<file path="src/rtl/eveq_pkg.sv">
package eveq_pkg;
   // ****************************************************************
   // Event bit positions and weights
   // ****************************************************************
   localparam int EV_OPC = 0;
   localparam int EV_RQC = 1;
   localparam int EV_QYE = 2;
   localparam int EV_DDE = 3;
   localparam int EV_EXE = 4;
   localparam int EV_CME = 5;
   localparam int EV_URQ = 6;
   localparam int EV_PON = 7;
   localparam logic [7:0] MASK_RESET = 8'h00;
   localparam logic [7:0] LATCH_RESET = 8'h80;
   localparam int STB_ESB_BIT = 5;
   // ****************************************************************
   // Error queue
   // ****************************************************************
   localparam int QDEPTH = 30;
   localparam int QPTR_W = 5;
   localparam int QCNT_W = 6;
   localparam logic signed [15:0] ERR_NONE = 16'sh0000;
   localparam logic signed [15:0] ERR_CMD = -16'sd100;
   localparam logic signed [15:0] ERR_BADCHAR = -16'sd101;
   localparam logic signed [15:0] ERR_SYNTAX = -16'sd102;
   localparam logic signed [15:0] ERR_SEP = -16'sd103;
   localparam logic signed [15:0] ERR_DTYPE = -16'sd104;
   localparam logic signed [15:0] ERR_XPARAM = -16'sd108;
   localparam logic signed [15:0] ERR_MPARAM = -16'sd109;
   localparam logic signed [15:0] ERR_NUMNA = -16'sd128;
   localparam logic signed [15:0] ERR_SUFFIX = -16'sd131;
   localparam logic signed [15:0] ERR_CHARNA = -16'sd148;
   localparam logic signed [15:0] ERR_EXEC = -16'sd200;
   localparam logic signed [15:0] ERR_CONFLICT = -16'sd221;
   localparam logic signed [15:0] ERR_RANGE = -16'sd222;
   localparam logic signed [15:0] ERR_ILLEGAL = -16'sd224;
   localparam logic signed [15:0] ERR_DEVICE = -16'sd300;
   localparam logic signed [15:0] ERR_MEMORY = -16'sd311;
   localparam logic signed [15:0] ERR_OVERFLOW = -16'sd350;
   localparam logic signed [15:0] ERR_INTERRUPTED = -16'sd410;
   localparam int TEXT_MAX = 80;
   // ****************************************************************
   // Setting conflict limits
   // ****************************************************************
   localparam logic [15:0] TIMING_SUM_MAX = 16'd100;
   localparam logic [15:0] LEVEL_MAX = 16'd16;
   // ****************************************************************
   // Fault kinds reported by the parser and setting logic
   // ****************************************************************
   typedef enum logic [3:0] {
      F_GENERIC, F_BADCHAR, F_SYNTAX, F_SEP, F_DTYPE, F_XPARAM,
      F_MPARAM, F_NUMNA, F_SUFFIX, F_CHARNA, F_EXEC, F_RANGE,
      F_ILLEGAL, F_DEVICE, F_MEMORY, F_SEP_UNKNOWN
   } eveq_fault_t;
endpackage : eveq_pkg

</file>
<file path="src/rtl/eveq_top.sv">
// Summary of operation
// - An 8-bit enable mask picks which latched events feed the summary.
// - Mask query returns the weighted mask value and leaves it unchanged.
// - Mask write stores the given weight value; zero clears every bit.
// - Bit weights 1 to 128: opc, rqc, qye, dde, exe, cme, urq, pon.
// - Every invalid command appends an error entry to the error queue until it holds 30 entries.
// - Each error read pops exactly one entry, oldest first.
// - Reading an empty queue returns code 0 with no-error text.
// - Past 30 errors the newest slot becomes -350; later errors drop.
// - Queue empties at power-up and clear-status; reset command keeps it.
// - Entries are a signed code plus quoted text of at most 80 chars.
// - Syntax faults map to codes -100 to -148 as listed.
// - An unidentified separator fault may be reported as -100.
// - Execution faults map to -200, -221, -222 and -224.
// - Timing sum over 100 or amplitude/2 plus offset magnitude over 16 conflicts.
// - Filter with built-in sine, or burst with sequence, is a conflict.
// - Continuous with single advance, or triggered with auto, conflicts.
// - Device faults are -300 generic and -311 internal memory.
// - A response over unread output logs -410 and keeps old data.
// - The output buffer empties at power-up and on device clear.
// - Summary bit, weight 32, is set while any enabled event is latched.
// - The event latch clears on its query and clear-status; power-on leaves only pon set.
`timescale 1ns/10ps
`default_nettype none
module eveq_top
(
   // Clock, enable and reset.
   input wire logic i_clk,
   input wire logic i_ce,
   input wire logic i_sys_rst,
   // Mask access.
   input wire logic i_mask_wr,
   input wire logic [7:0] i_mask_wdata,
   output logic [7:0] o_event_enable_mask,
   // Event latch access and event sources.
   input wire logic i_latch_rd,
   input wire logic i_op_complete,
   input wire logic i_user_request,
   output logic [7:0] o_standard_event_latch,
   output logic o_event_summary_bit,
   output logic [7:0] o_stb_esb,
   // Commands.
   input wire logic i_clear_status,
   input wire logic i_reset_cmd,
   input wire logic i_device_clear,
   // Parser faults.
   input wire logic i_fault,
   input wire logic [3:0] i_fault_kind,
   // Setting checks.
   input wire logic i_check,
   input wire logic [15:0] i_timing_sum,
   input wire logic [15:0] i_amplitude,
   input wire logic signed [15:0] i_offset,
   input wire logic i_filter_on,
   input wire logic i_sine_sel,
   input wire logic i_burst_on,
   input wire logic i_seq_on,
   input wire logic i_to_continuous,
   input wire logic i_to_triggered,
   input wire logic i_single_adv,
   input wire logic i_auto_adv,
   // Response buffer.
   input wire logic i_resp_push,
   input wire logic [15:0] i_resp_data,
   input wire logic i_resp_read,
   output logic o_resp_valid,
   output logic [15:0] o_resp_data,
   // Error read.
   input wire logic i_err_rd,
   output logic signed [15:0] o_err_code,
   output logic o_err_valid,
   output logic [5:0] o_err_count
);
   // ****************************************************************
   // Error source encoding
   // ****************************************************************
   logic signed [15:0] fault_code;
   logic signed [15:0] check_code;
   logic [15:0] abs_offset;
   logic conflict;
   logic resp_clash;
   logic push;
   logic signed [15:0] push_code;
   always_comb
   begin
      // A separator fault without a known separator reports generic.
      case (eveq_pkg::eveq_fault_t'(i_fault_kind))
         eveq_pkg::F_GENERIC: fault_code = eveq_pkg::ERR_CMD;
         eveq_pkg::F_BADCHAR: fault_code = eveq_pkg::ERR_BADCHAR;
         eveq_pkg::F_SYNTAX: fault_code = eveq_pkg::ERR_SYNTAX;
         eveq_pkg::F_SEP: fault_code = eveq_pkg::ERR_SEP;
         eveq_pkg::F_SEP_UNKNOWN: fault_code = eveq_pkg::ERR_CMD;
         eveq_pkg::F_DTYPE: fault_code = eveq_pkg::ERR_DTYPE;
         eveq_pkg::F_XPARAM: fault_code = eveq_pkg::ERR_XPARAM;
         eveq_pkg::F_MPARAM: fault_code = eveq_pkg::ERR_MPARAM;
         eveq_pkg::F_NUMNA: fault_code = eveq_pkg::ERR_NUMNA;
         eveq_pkg::F_SUFFIX: fault_code = eveq_pkg::ERR_SUFFIX;
         eveq_pkg::F_CHARNA: fault_code = eveq_pkg::ERR_CHARNA;
         eveq_pkg::F_EXEC: fault_code = eveq_pkg::ERR_EXEC;
         eveq_pkg::F_RANGE: fault_code = eveq_pkg::ERR_RANGE;
         eveq_pkg::F_ILLEGAL: fault_code = eveq_pkg::ERR_ILLEGAL;
         eveq_pkg::F_DEVICE: fault_code = eveq_pkg::ERR_DEVICE;
         eveq_pkg::F_MEMORY: fault_code = eveq_pkg::ERR_MEMORY;
         default: fault_code = eveq_pkg::ERR_CMD;
      endcase
   end
   assign abs_offset = i_offset[15] ? 16'(-i_offset) : 16'(i_offset);
   // Twice the limit is compared against amplitude plus twice the offset magnitude,
   // so that half an odd amplitude is not lost to truncation.
   // The sum is kept two bits wider so that large inputs cannot wrap.
   assign conflict = i_check &&
      ((i_timing_sum > eveq_pkg::TIMING_SUM_MAX) ||
       ({2'b00, i_amplitude} + {1'b0, abs_offset, 1'b0} >
        {1'b0, eveq_pkg::LEVEL_MAX, 1'b0}) ||
       (i_filter_on && i_sine_sel) || (i_burst_on && i_seq_on) ||
       (i_to_continuous && i_single_adv) ||
       (i_to_triggered && i_auto_adv));
   assign check_code = eveq_pkg::ERR_CONFLICT;
   assign resp_clash = i_resp_push && o_resp_valid && !i_resp_read;
   // Parser faults take priority; a clash in the same cycle is dropped.
   assign push = i_fault || conflict || resp_clash;
   assign push_code = i_fault ? fault_code :
                      conflict ? check_code :
                      eveq_pkg::ERR_INTERRUPTED;
   // ****************************************************************
   // Enable mask
   // ****************************************************************
   logic [7:0] mask;
   always_ff @(posedge i_clk)
   begin
      if (i_sys_rst)
         mask <= eveq_pkg::MASK_RESET;
      else if (i_ce && i_mask_wr)
         mask <= i_mask_wdata;
   end
   assign o_event_enable_mask = mask;
   // ****************************************************************
   // Standard event latch
   // ****************************************************************
   logic [7:0] latch;
   logic [7:0] ev_set;
   always_comb
   begin
      ev_set = 8'h00;
      ev_set[eveq_pkg::EV_OPC] = i_op_complete;
      ev_set[eveq_pkg::EV_URQ] = i_user_request;
      if (push)
      begin
         case (push_code / 16'sd100)
            -16'sd1: ev_set[eveq_pkg::EV_CME] = 1'b1;
            -16'sd2: ev_set[eveq_pkg::EV_EXE] = 1'b1;
            -16'sd3: ev_set[eveq_pkg::EV_DDE] = 1'b1;
            -16'sd4: ev_set[eveq_pkg::EV_QYE] = 1'b1;
            default: ev_set = ev_set;
         endcase
      end
   end
   always_ff @(posedge i_clk)
   begin
      if (i_sys_rst)
         latch <= eveq_pkg::LATCH_RESET;
      else if (i_ce)
      begin
         // New events win over a clear in the same cycle.
         if (i_latch_rd || i_clear_status)
            latch <= ev_set;
         else
            latch <= latch | ev_set;
      end
   end
   assign o_standard_event_latch = latch;
   assign o_event_summary_bit = |(latch & mask);
   assign o_stb_esb = {2'b00, o_event_summary_bit, 5'b0_0000};
   // ****************************************************************
   // Error queue
   // ****************************************************************
   logic signed [15:0] q_mem [eveq_pkg::QDEPTH];
   logic [4:0] rd_ptr;
   logic [4:0] wr_ptr;
   logic [5:0] count;
   logic q_full;
   logic do_pop;
   logic do_push;
   logic [4:0] last_ptr;
   assign q_full = (count == 6'(eveq_pkg::QDEPTH));
   assign do_pop = i_err_rd && (count != 6'd0);
   assign do_push = push && !q_full;
   assign last_ptr = (wr_ptr == 5'd0) ? 5'(eveq_pkg::QDEPTH - 1) :
                     wr_ptr - 5'd1;
   function automatic logic [4:0] inc_ptr(input logic [4:0] p);
      inc_ptr = (p == 5'(eveq_pkg::QDEPTH - 1)) ? 5'd0 : p + 5'd1;
   endfunction : inc_ptr
   always_ff @(posedge i_clk)
   begin
      if (i_sys_rst || (i_ce && i_clear_status))
      begin
         rd_ptr <= 5'd0;
         wr_ptr <= 5'd0;
         count <= 6'd0;
      end
      else if (i_ce)
      begin
         // The reset command is deliberately not a term here.
         if (do_pop)
            rd_ptr <= inc_ptr(rd_ptr);
         if (do_push)
            wr_ptr <= inc_ptr(wr_ptr);
         if (do_push && !do_pop)
            count <= count + 6'd1;
         else if (do_pop && !do_push)
            count <= count - 6'd1;
      end
   end
   always_ff @(posedge i_clk)
   begin
      if (i_ce && do_push)
         q_mem[wr_ptr] <= push_code;
      else if (i_ce && push && q_full && !do_pop)
         q_mem[last_ptr] <= eveq_pkg::ERR_OVERFLOW;
   end
   // Popped entry is registered; the text table lives with the formatter.
   always_ff @(posedge i_clk)
   begin
      if (i_sys_rst)
      begin
         o_err_code <= eveq_pkg::ERR_NONE;
         o_err_valid <= 1'b0;
      end
      else if (i_ce)
      begin
         o_err_valid <= i_err_rd;
         if (i_err_rd)
            o_err_code <= do_pop ? q_mem[rd_ptr] :
                          eveq_pkg::ERR_NONE;
      end
   end
   assign o_err_count = count;
   // ****************************************************************
   // Response output buffer
   // ****************************************************************
   always_ff @(posedge i_clk)
   begin
      if (i_sys_rst || (i_ce && i_device_clear))
      begin
         o_resp_valid <= 1'b0;
         o_resp_data <= 16'h0000;
      end
      else if (i_ce)
      begin
         if (i_resp_push && (!o_resp_valid || i_resp_read))
         begin
            o_resp_valid <= 1'b1;
            o_resp_data <= i_resp_data;
         end
         else if (i_resp_read)
            o_resp_valid <= 1'b0;
      end
   end
   // ****************************************************************
   // Checks
   // ****************************************************************
   a_pop_order: assert property (@(posedge i_clk) disable iff (i_sys_rst)
      i_ce && do_pop && !i_clear_status
      |=> o_err_code == $past(q_mem[rd_ptr]))
      else $error("popped code not oldest");
   a_empty_zero: assert property (@(posedge i_clk) disable iff (i_sys_rst)
      i_ce && i_err_rd && count == 6'd0
      |=> o_err_valid && o_err_code == 16'sd0)
      else $error("empty read not zero");
   a_queue_bound: assert property (@(posedge i_clk) disable iff (i_sys_rst)
      count <= 6'(eveq_pkg::QDEPTH))
      else $error("queue count above thirty");
   a_overflow_mark: assert property (@(posedge i_clk) disable iff (i_sys_rst)
      i_ce && push && q_full && !do_pop && !i_clear_status
      |=> q_mem[$past(last_ptr)] == eveq_pkg::ERR_OVERFLOW)
      else $error("overflow mark missing");
   a_ce_freeze: assert property (@(posedge i_clk) disable iff (i_sys_rst)
      !i_ce |=> count == $past(count) && rd_ptr == $past(rd_ptr))
      else $error("queue moved while frozen");
   a_err_pulse: assert property (@(posedge i_clk) disable iff (i_sys_rst)
      i_ce && i_err_rd |=> o_err_valid)
      else $error("error read not answered");
   a_clr_empties: assert property (@(posedge i_clk) disable iff (i_sys_rst)
      i_ce && i_clear_status |=> count == 6'd0)
      else $error("clear-status left entries");
   a_rst_keeps: assert property (@(posedge i_clk) disable iff (i_sys_rst)
      i_ce && i_reset_cmd && !i_clear_status && !push && !i_err_rd
      |=> count == $past(count))
      else $error("reset command altered queue");
   a_summary_or: assert property (@(posedge i_clk) disable iff (i_sys_rst)
      o_stb_esb[eveq_pkg::STB_ESB_BIT] ==
      |(o_standard_event_latch & o_event_enable_mask))
      else $error("summary bit wrong");
   a_mask_off: assert property (@(posedge i_clk) disable iff (i_sys_rst)
      o_event_enable_mask == 8'h00 |-> !o_event_summary_bit)
      else $error("summary set with no mask");
   a_latch_read: assert property (@(posedge i_clk) disable iff (i_sys_rst)
      i_ce && i_latch_rd && !i_op_complete && !i_user_request && !push
      |=> o_standard_event_latch == 8'h00)
      else $error("event latch not cleared");
   a_set_wins: assert property (@(posedge i_clk) disable iff (i_sys_rst)
      i_ce && i_clear_status && i_op_complete
      |=> o_standard_event_latch[eveq_pkg::EV_OPC])
      else $error("event lost to clear");
   a_exe_event: assert property (@(posedge i_clk) disable iff (i_sys_rst)
      i_ce && conflict && !i_fault
      |=> o_standard_event_latch[eveq_pkg::EV_EXE])
      else $error("execution error not latched");
   a_resp_load: assert property (@(posedge i_clk) disable iff (i_sys_rst)
      i_ce && i_resp_push && !o_resp_valid && !i_device_clear
      |=> o_resp_valid && o_resp_data == $past(i_resp_data))
      else $error("response not stored");
   a_clash_keep: assert property (@(posedge i_clk) disable iff (i_sys_rst)
      i_ce && resp_clash && !i_device_clear
      |=> o_resp_valid && o_resp_data == $past(o_resp_data))
      else $error("held response overwritten");
   a_devclr_empty: assert property (@(posedge i_clk) disable iff (i_sys_rst)
      i_ce && i_device_clear |=> !o_resp_valid)
      else $error("device clear kept data");
   a_mask_write: assert property (@(posedge i_clk) disable iff (i_sys_rst)
      i_ce && i_mask_wr |=> o_event_enable_mask == $past(i_mask_wdata))
      else $error("mask write lost");
   a_cmd_event: assert property (@(posedge i_clk) disable iff (i_sys_rst)
      i_ce && i_fault && i_fault_kind == 4'd2 |=> o_standard_event_latch[5])
      else $error("command error not latched");
endmodule : eveq_top
`default_nettype wire

</file>
<file path="config.mk">
export PLATFORM = sky130hd
export DESIGN_NAME = eveq_top
export DESIGN_NICKNAME = d
export VERILOG_FILES = /design/src/rtl/eveq_pkg.sv /design/src/rtl/eveq_top.sv
export SDC_FILE = /design/constraint.sdc
export NUM_CORES = 1
export LEC_CHECK = 0
export ABC_AREA = 1
export BUFFER_PORTS_ARGS = -buffer_cell sky130_fd_sc_hd__clkbuf_2
export CAP_MARGIN = 20
export CELL_PAD_IN_SITES_DETAIL_PLACEMENT = 1
export CELL_PAD_IN_SITES_GLOBAL_PLACEMENT = 2
export CORE_AREA = 3 3 269 205
export CTS_CLUSTER_DIAMETER = 150
export CTS_CLUSTER_SIZE = 30
export DETAILED_ROUTE_END_ITERATION = 7
export DIE_AREA = 0 0 272 208
export PLACE_DENSITY_LB_ADDON = 0.1
export SLEW_MARGIN = 40
export SYNTH_ARGS = -nofsm -noshare
export SYNTH_HDL_FRONTEND = slang
export SYNTH_SLANG_ARGS = --single-unit
export TNS_END_PERCENT = 100
</file>
<file path="constraint.sdc">
create_clock -name i_clk -period 4.5 [get_ports i_clk]
set_input_delay 0.225 -clock i_clk [delete_from_list [all_inputs] [get_ports i_clk]]
set_output_delay 0.225 -clock i_clk [all_outputs]
set_load 0.03 [all_outputs]
</file>
# Word-level counts from Yosys, hierarchy flattened

Memory sizes are Yosys's and may differ from the RTL's. A register that Yosys moved wholly into a read port is not among the register bits.
Cells that the tools add are included.

Memories: 2
Bits in read-only memories: 144
Output and inout bits: 65
Flip-flop bits (word level): 66
RAM bits: 480
Word-level logic and storage cells: 104
Input bits: 99

Memories:

| memory          | depth | width | rd ports | clocked after memory_dff | wr ports | RTL line        | text |
|---|---|---|---|---|---|---|---|
| q_mem           | 30    | 16    | 1        | 1                        | 1        | eveq_top.sv:177 | `logic signed [15:0] q_mem [eveq_pkg::QDEPTH];` |
| (no name shown) | 16    | 9     | 1        | 0                        | 0        | eveq_top.sv:87  | `case (eveq_pkg::eveq_fault_t'(i_fault_kind))` |

Reductions and logical operators: 47
Add/sub/neg operators: 7
$lt $le $gt $ge: 2
Bitwise gates (word level): 2
Divide/modulo/power cells: 1
Multiplexer cells: 27
Equality and inequality tests: 7

Operator list:

| kind                                                 | count |
|---|---|
| equality test 16 bit (second input constant)         | 4 |
| two-way mux 16 bit                                   | 4 |
| two-way mux 5 bit                                    | 6 |
| logical AND 1 bit                                    | 19 |
| adder 16 x 17 -> 18 bit                              | 1 |
| > comparator 18 x 6 -> 1 bit (second input constant) | 1 |
| two-way mux 6 bit                                    | 3 |
| divider 16 x 8 -> 16 bit (second input constant)     | 1 |
| > comparator 16 x 7 -> 1 bit (second input constant) | 1 |
| negation 16 bit                                      | 1 |
| OR reduction 16 bit                                  | 1 |
| two-way mux 1 bit                                    | 12 |
| AND reduction 2 bit                                  | 6 |
| logical OR 1 bit                                     | 11 |
| adder 5 x 1 -> 5 bit (second input constant)         | 2 |
| equality test 5 bit (second input constant)          | 2 |
| two-way mux 9 bit                                    | 1 |
| bitwise AND 8 bit                                    | 1 |
| two-way mux 8 bit                                    | 1 |
| bitwise OR 8 x 7 -> 8 bit                            | 1 |
| OR reduction 8 bit                                   | 1 |
| adder 6 x 1 -> 6 bit (second input constant)         | 1 |
| equality test 6 x 5 -> 1 bit (second input constant) | 1 |
| nonzero test 6 bit                                   | 1 |
| 5 further kinds                                      | 10 |

# Longest topological paths before layout

Depth in word-level cells: 20
Mapped depth: 43
Depth with buffers taken out: 43

# Worst setup path before layout

OpenSTA, ideal clock, no wires.

Kind: input -> register
Start: input port i_offset[0]
End: register latch[4], in the netlist o_standard_event_latch[4]
Slack: -0.092 ns
Buffers on the path: 0
Data required time: 4.435 ns
Data arrival time: 4.527 ns
Stages: 42
Library setup time: 0.065 ns
Cell sequence: inv_1 ha_1 nand4_1 or3_1 o31ai_1 xor2_1 ha_1 nand2_1 inv_1 nand2_1 nand3_1 a21oi_1 nand2_1 nand2_1 nand2_1 inv_1 nand2_1 nor2_2 [6 not listed] nor2_2 nand2_1 nand2_1 nand2_2 nor2_4 nand2_4 nand2_4 nand2_1 nand2_1 nand3_2 nand3_2 inv_1 ha_1 nor2_1 nand4_1 nor2_1 nor2_1 nor2_1

Cells in the longest elaborated chain, start to end: 18
Elaborated cells on any way between the ends: 20
Classes of those cells: add/sub: 2; div: 1; order compare: 1; eq/ne: 1; mux: 6; bitwise: 1; reduce/logical: 8

RTL lines:

| what                            | RTL line        | text |
|---|---|---|
| start: declaration              | eveq_top.sv:53  | `input wire logic signed [15:0] i_offset,` |
| negation 16 bit                 | eveq_top.sv:107 | `assign abs_offset = i_offset[15] ? 16'(-i_offset) : 16'(i_offset);` |
| two-way mux 16 bit *            | eveq_top.sv:107 |  |
| adder 16 x 17 -> 18 bit *       | eveq_top.sv:113 | `({2'b00, i_amplitude} + {1'b0, abs_offset, 1'b0} >` |
| > comparator 18 x 6 -> 1 bit *  | eveq_top.sv:113 |  |
| logical OR 1 bit *              | eveq_top.sv:112 | `((i_timing_sum > eveq_pkg::TIMING_SUM_MAX) \|\|` |
| logical OR 1 bit *              | eveq_top.sv:114 | `{1'b0, eveq_pkg::LEVEL_MAX, 1'b0}) \|\|` |
| logical OR 1 bit * (2 in a row) | eveq_top.sv:115 | `(i_filter_on && i_sine_sel) \|\| (i_burst_on && i_seq_on) \|\|` |
| logical OR 1 bit *              | eveq_top.sv:116 | `(i_to_continuous && i_single_adv) \|\|` |
| logical AND 1 bit *             | eveq_top.sv:111 | `assign conflict = i_check &&` |
| two-way mux 9 bit               | eveq_top.sv:123 | `conflict ? check_code :` |
| two-way mux 16 bit              | eveq_top.sv:122 | `assign push_code = i_fault ? fault_code :` |
| divider 16 x 8 -> 16 bit        | eveq_top.sv:149 | `case (push_code / 16'sd100)` |
| equality test 16 bit            | eveq_top.sv:149 |  |
| two-way mux 1 bit               | eveq_top.sv:149 |  |
| two-way mux 6 bit *             | eveq_top.sv:147 | `if (push)` |
| bitwise OR 8 x 7 -> 8 bit       | eveq_top.sv:168 | `latch <= latch \| ev_set;` |
| two-way mux 8 bit *             | eveq_top.sv:165 | `if (i_latch_rd \|\| i_clear_status)` |
| end signal: assignment          | eveq_top.sv:161 | `latch <= eveq_pkg::LATCH_RESET;` |
| end signal: assignment          | eveq_top.sv:166 | `latch <= ev_set;` |
| end signal: assignment          | eveq_top.sv:168 |  |
| end: declaration                | eveq_top.sv:140 | `logic [7:0] latch;` |

Every way passes the cells marked *; elsewhere a longest branch is shown, timed or not.
A chain may end at the register's enable or synchronous reset.

# Final worst setup path

Start: input port i_offset[1]
End: register latch[2], in the netlist o_standard_event_latch[2]

Same word-level chain as after synthesis.

==> reports/summary.txt <==
status: finished clean
Initial DRC Count: 801
Primary FF master, synth: edfxtp_1
Peak VDD IR: 0.1878 mV
final wirelength: 51.44 mm
vias in the first global route: 12750
Worst path most repeated cell: nand2_2
FP Rows: 73
clock root buffer: clkbuf_16
ANT nets after route: 0
# port buffers: 154
clk_lat worst skew: 0.52 ns
vias: 12510
reg2reg start: o_err_count[2]$_SDFFE_PP0P_
pin count of the biggest net entering global routing: 57
routed vias/inst: 4.841
worst slack, placed: -0.6136 ns
Die ar.: 0.05658 mm2
Commonest cells post-synth: edfxtp_1 (270), nor2_1 (237), nand2_1 (228), o21ai_0 (175), inv_1 (114)
Hold Crit Start: i_resp_read
highest-delay cell along the critical path: or3_4
initial core utilization: 0.2982
Crit. path cell count: 42
hold depth: 4
Nets: 1997
core area: 0.05270 mm2
Critical path origin: i_offset[1]
final period utilization: 0.9655
post-synthesis cell count: 1577
H-Tree Depth: 1
top post-synthesis cells by area: edfxtp_1 (52%), dfxtp_1 (8.2%), nor2_1 (5.7%)
Final Setup Violations: 0
Hold Violations, Final: 0
Pleak: 7.567 nW
Power Density: 325.9 mW/mm2
share of layout cells above drive strength 1: 0.2422
Setup TNS: 0 ns
Yosys cell types: 53
first-pass GRT wire length: 77.16 mm
HP Class: in -> reg
area post-placement: 0.01824 mm2
total CTS buffers: 15
Avg WL per Cell: 19.91 um
fin util: 0.3724
maximum fanout along the worst path: 5
Synth Area in Compound Gates: 0.1307
reg-to-reg slack, setup: 1.43 ns
largest family of logic cells by synthesized area: simple AND/OR/NAND/NOR gates
Worst Reg-to-Reg Cells: 13
Synth top area share: 0.5159
RSZ-0062 raised after global routing: yes
slowest cell delay on critical path: 0.43 ns
DIE WIDTH: 272 um
Pwr Total: 6.395 mW
XOR/XNOR Fraction of Synth Area: 0.01346
Fillers: 6025
Post-synth EDFFs: 270
Max Buffers Root-to-Sink: 3
GRT overflow: 0
CTS tree: yes
RD Place Congestion: 0.7738
register area share after synthesis: 0.5975
Worst Setup Start Kind: input port
post-synthesis async set-or-reset flop share: 0
Peak Freq: 230.2 MHz
GRT Total Usage: 0.1741
Worst setup EP type: flop
DRC: 0
DRT Pass-1 Iters: 5
CP top delay family: simple AND/OR/NAND/NOR gates
Final Skew: 0.02108 ns
Max Cap Violations: 0
crit path kind: in -> reg
Die Y: 208 um
clk sink count: 334
simple-gate share of the synthesized area: 0.1743
synthesized area: 0.01572 mm2
synthesized flop and latch total: 334
Post-DP HPWL: 35.21 mm
area leader, netlist: edfxtp_1
Buf/Inv on CP: 8
P&R area growth vs syn: 24.89%
crit path DAT: 4.80 ns
Reg clk slew, reported paths: 0.12 ns
cell with the most instances after synthesis: edfxtp_1
io pins: 164
post-synthesis mux area share: 0
Synth Area in Adders: 0.02962
Final WS setup: 0.1555 ns
Max Transition Viols Final: 0
worst path required time: 4.95 ns
minimum clock period after layout: 4.345 ns
relative slew slack: 0.5046
fin area: 0.01963 mm2
Yosys warnings: 0
Tightest Pin Transition: 0.7353 ns
average size of a mapped cell: 9.965 um2
Worst R2R End: q_mem[15][1]$_DFFE_PP_
Endpoint, Worst Hold: o_resp_valid$_SDFFE_PP0P_
initial antenna violation count: 0
-- routing by layer --
layer / GRT usage / up-vias / wire length, um
li1: - / 6088 / -
met2: 0.2803 / 169 / 23100
met5: 0 / - / 0
met1: 0.2621 / 6213 / 26240
met4: 0.02441 / 0 / 715
met3: 0.01291 / 35 / 1371
-- sequential cells by signal, indices dropped and copies added (netlist names), named ones only --
name,cells
q_mem,270
wr_ptr,5
o_event_enable_mask,8
o_resp_data,16
o_err_valid,1
rd_ptr,5
o_resp_valid,1
o_err_count,6
o_err_code,10
o_standard_event_latch,7
-- worst max-delay path by stage --
stage,end,slack (ns)
2_1_floorplan,o_standard_event_latch[4]$_SDFFE_PP0P_,0.007
3_3_place_gp,o_standard_event_latch[4]$_SDFFE_PP0P_,-0.41
4_1_cts,o_standard_event_latch[4]$_SDFFE_PP0P_,0.004
5_1_grt,o_standard_event_latch[4]$_SDFFE_PP0P_,-0.28
3_5_place_dp,o_standard_event_latch[4]$_SDFFE_PP0P_,-0.61
6_report,o_standard_event_latch[2]$_SDFFE_PP0P_,0.16
-- tightest hold or removal path, stage by stage --
cell	delay, ns
clkbuf_2	0.08
inv_1	0.05
o21ai_0	0.14
a21oi_1	0.06
-- cell usage in the layout (no fill, tap or decap), types with 14 or more instances in the layout --
cell type      Yosys  layout
a21oi_1           71      67
nor2_4             1      18
ha_1              34      29
buf_6              0      23
o21ai_0          175     172
edfxtp_1         270     270
clkbuf_2           0     152
dlygate4sd3_1      0      26
o221ai_1          29      29
o211ai_1          14      14
o22ai_1           27      27
nor2_1           237     213
nand3_1           63      54
nand4_1           34      34
inv_1            114     105
dfxtp_1           64      62
nand2_1          228     215
clkbuf_16          0      15
buf_4             15     122
nand2_2            8      16
-- final cells by class --
type                            instances  area, um2  area share
Antenna cell                            1      2.502   0.0001275
Clock buffer                           23      405.4     0.02066
Clock inverter                          2      28.78    0.001466
Inverter                              128      501.7     0.02556
Multi-Input combinational cell       1039       5907      0.3010
Sequential cell                       334       9397      0.4788
Tap cell                              712      890.9     0.04539
Timing Repair Buffer                  344       2494      0.1271
-- timing repair --
item | in CTS | in global routing
hold endpoints to repair | 26 | 0
endpoints found under the setup margin | 3 | 266
resized for setup | 1 | 144
gates cloned | 0 | 13
pin swaps | 2 | 45
hold buffers | 26 | 0
setup buffers | 1 | 10
-- kinds of logic (layout without fill, tap and decap cells) --
kind of cell             after synthesis  after routing
AND/OR/NAND/NOR                      622            622
AO/OA/AOI/OAI                        350            350
XOR/XNOR                              22             22
buffers and inverters                211            497
flip-flops                           334            334
adder cells (fa/ha/maj)               36             36
other                                  2             10
-- per-stage QoR --
step | hold slack (ns) | cells
3_5_place_dp | 0.4553 | 2507
4_1_cts | 0.04603 | 2559
2_1_floorplan | 0.3740 | 1584
6_report | 0.06919 | 2583
3_3_place_gp | 0.4500 | 2507
5_1_grt | 0.1025 | 2582
-- where the power goes --
part	internal, mW	switching [mW]
clock network	0.653	0.990
registers	3.40	0.0479
logic	0.484	0.823
(Power assumes the default switching activity.)
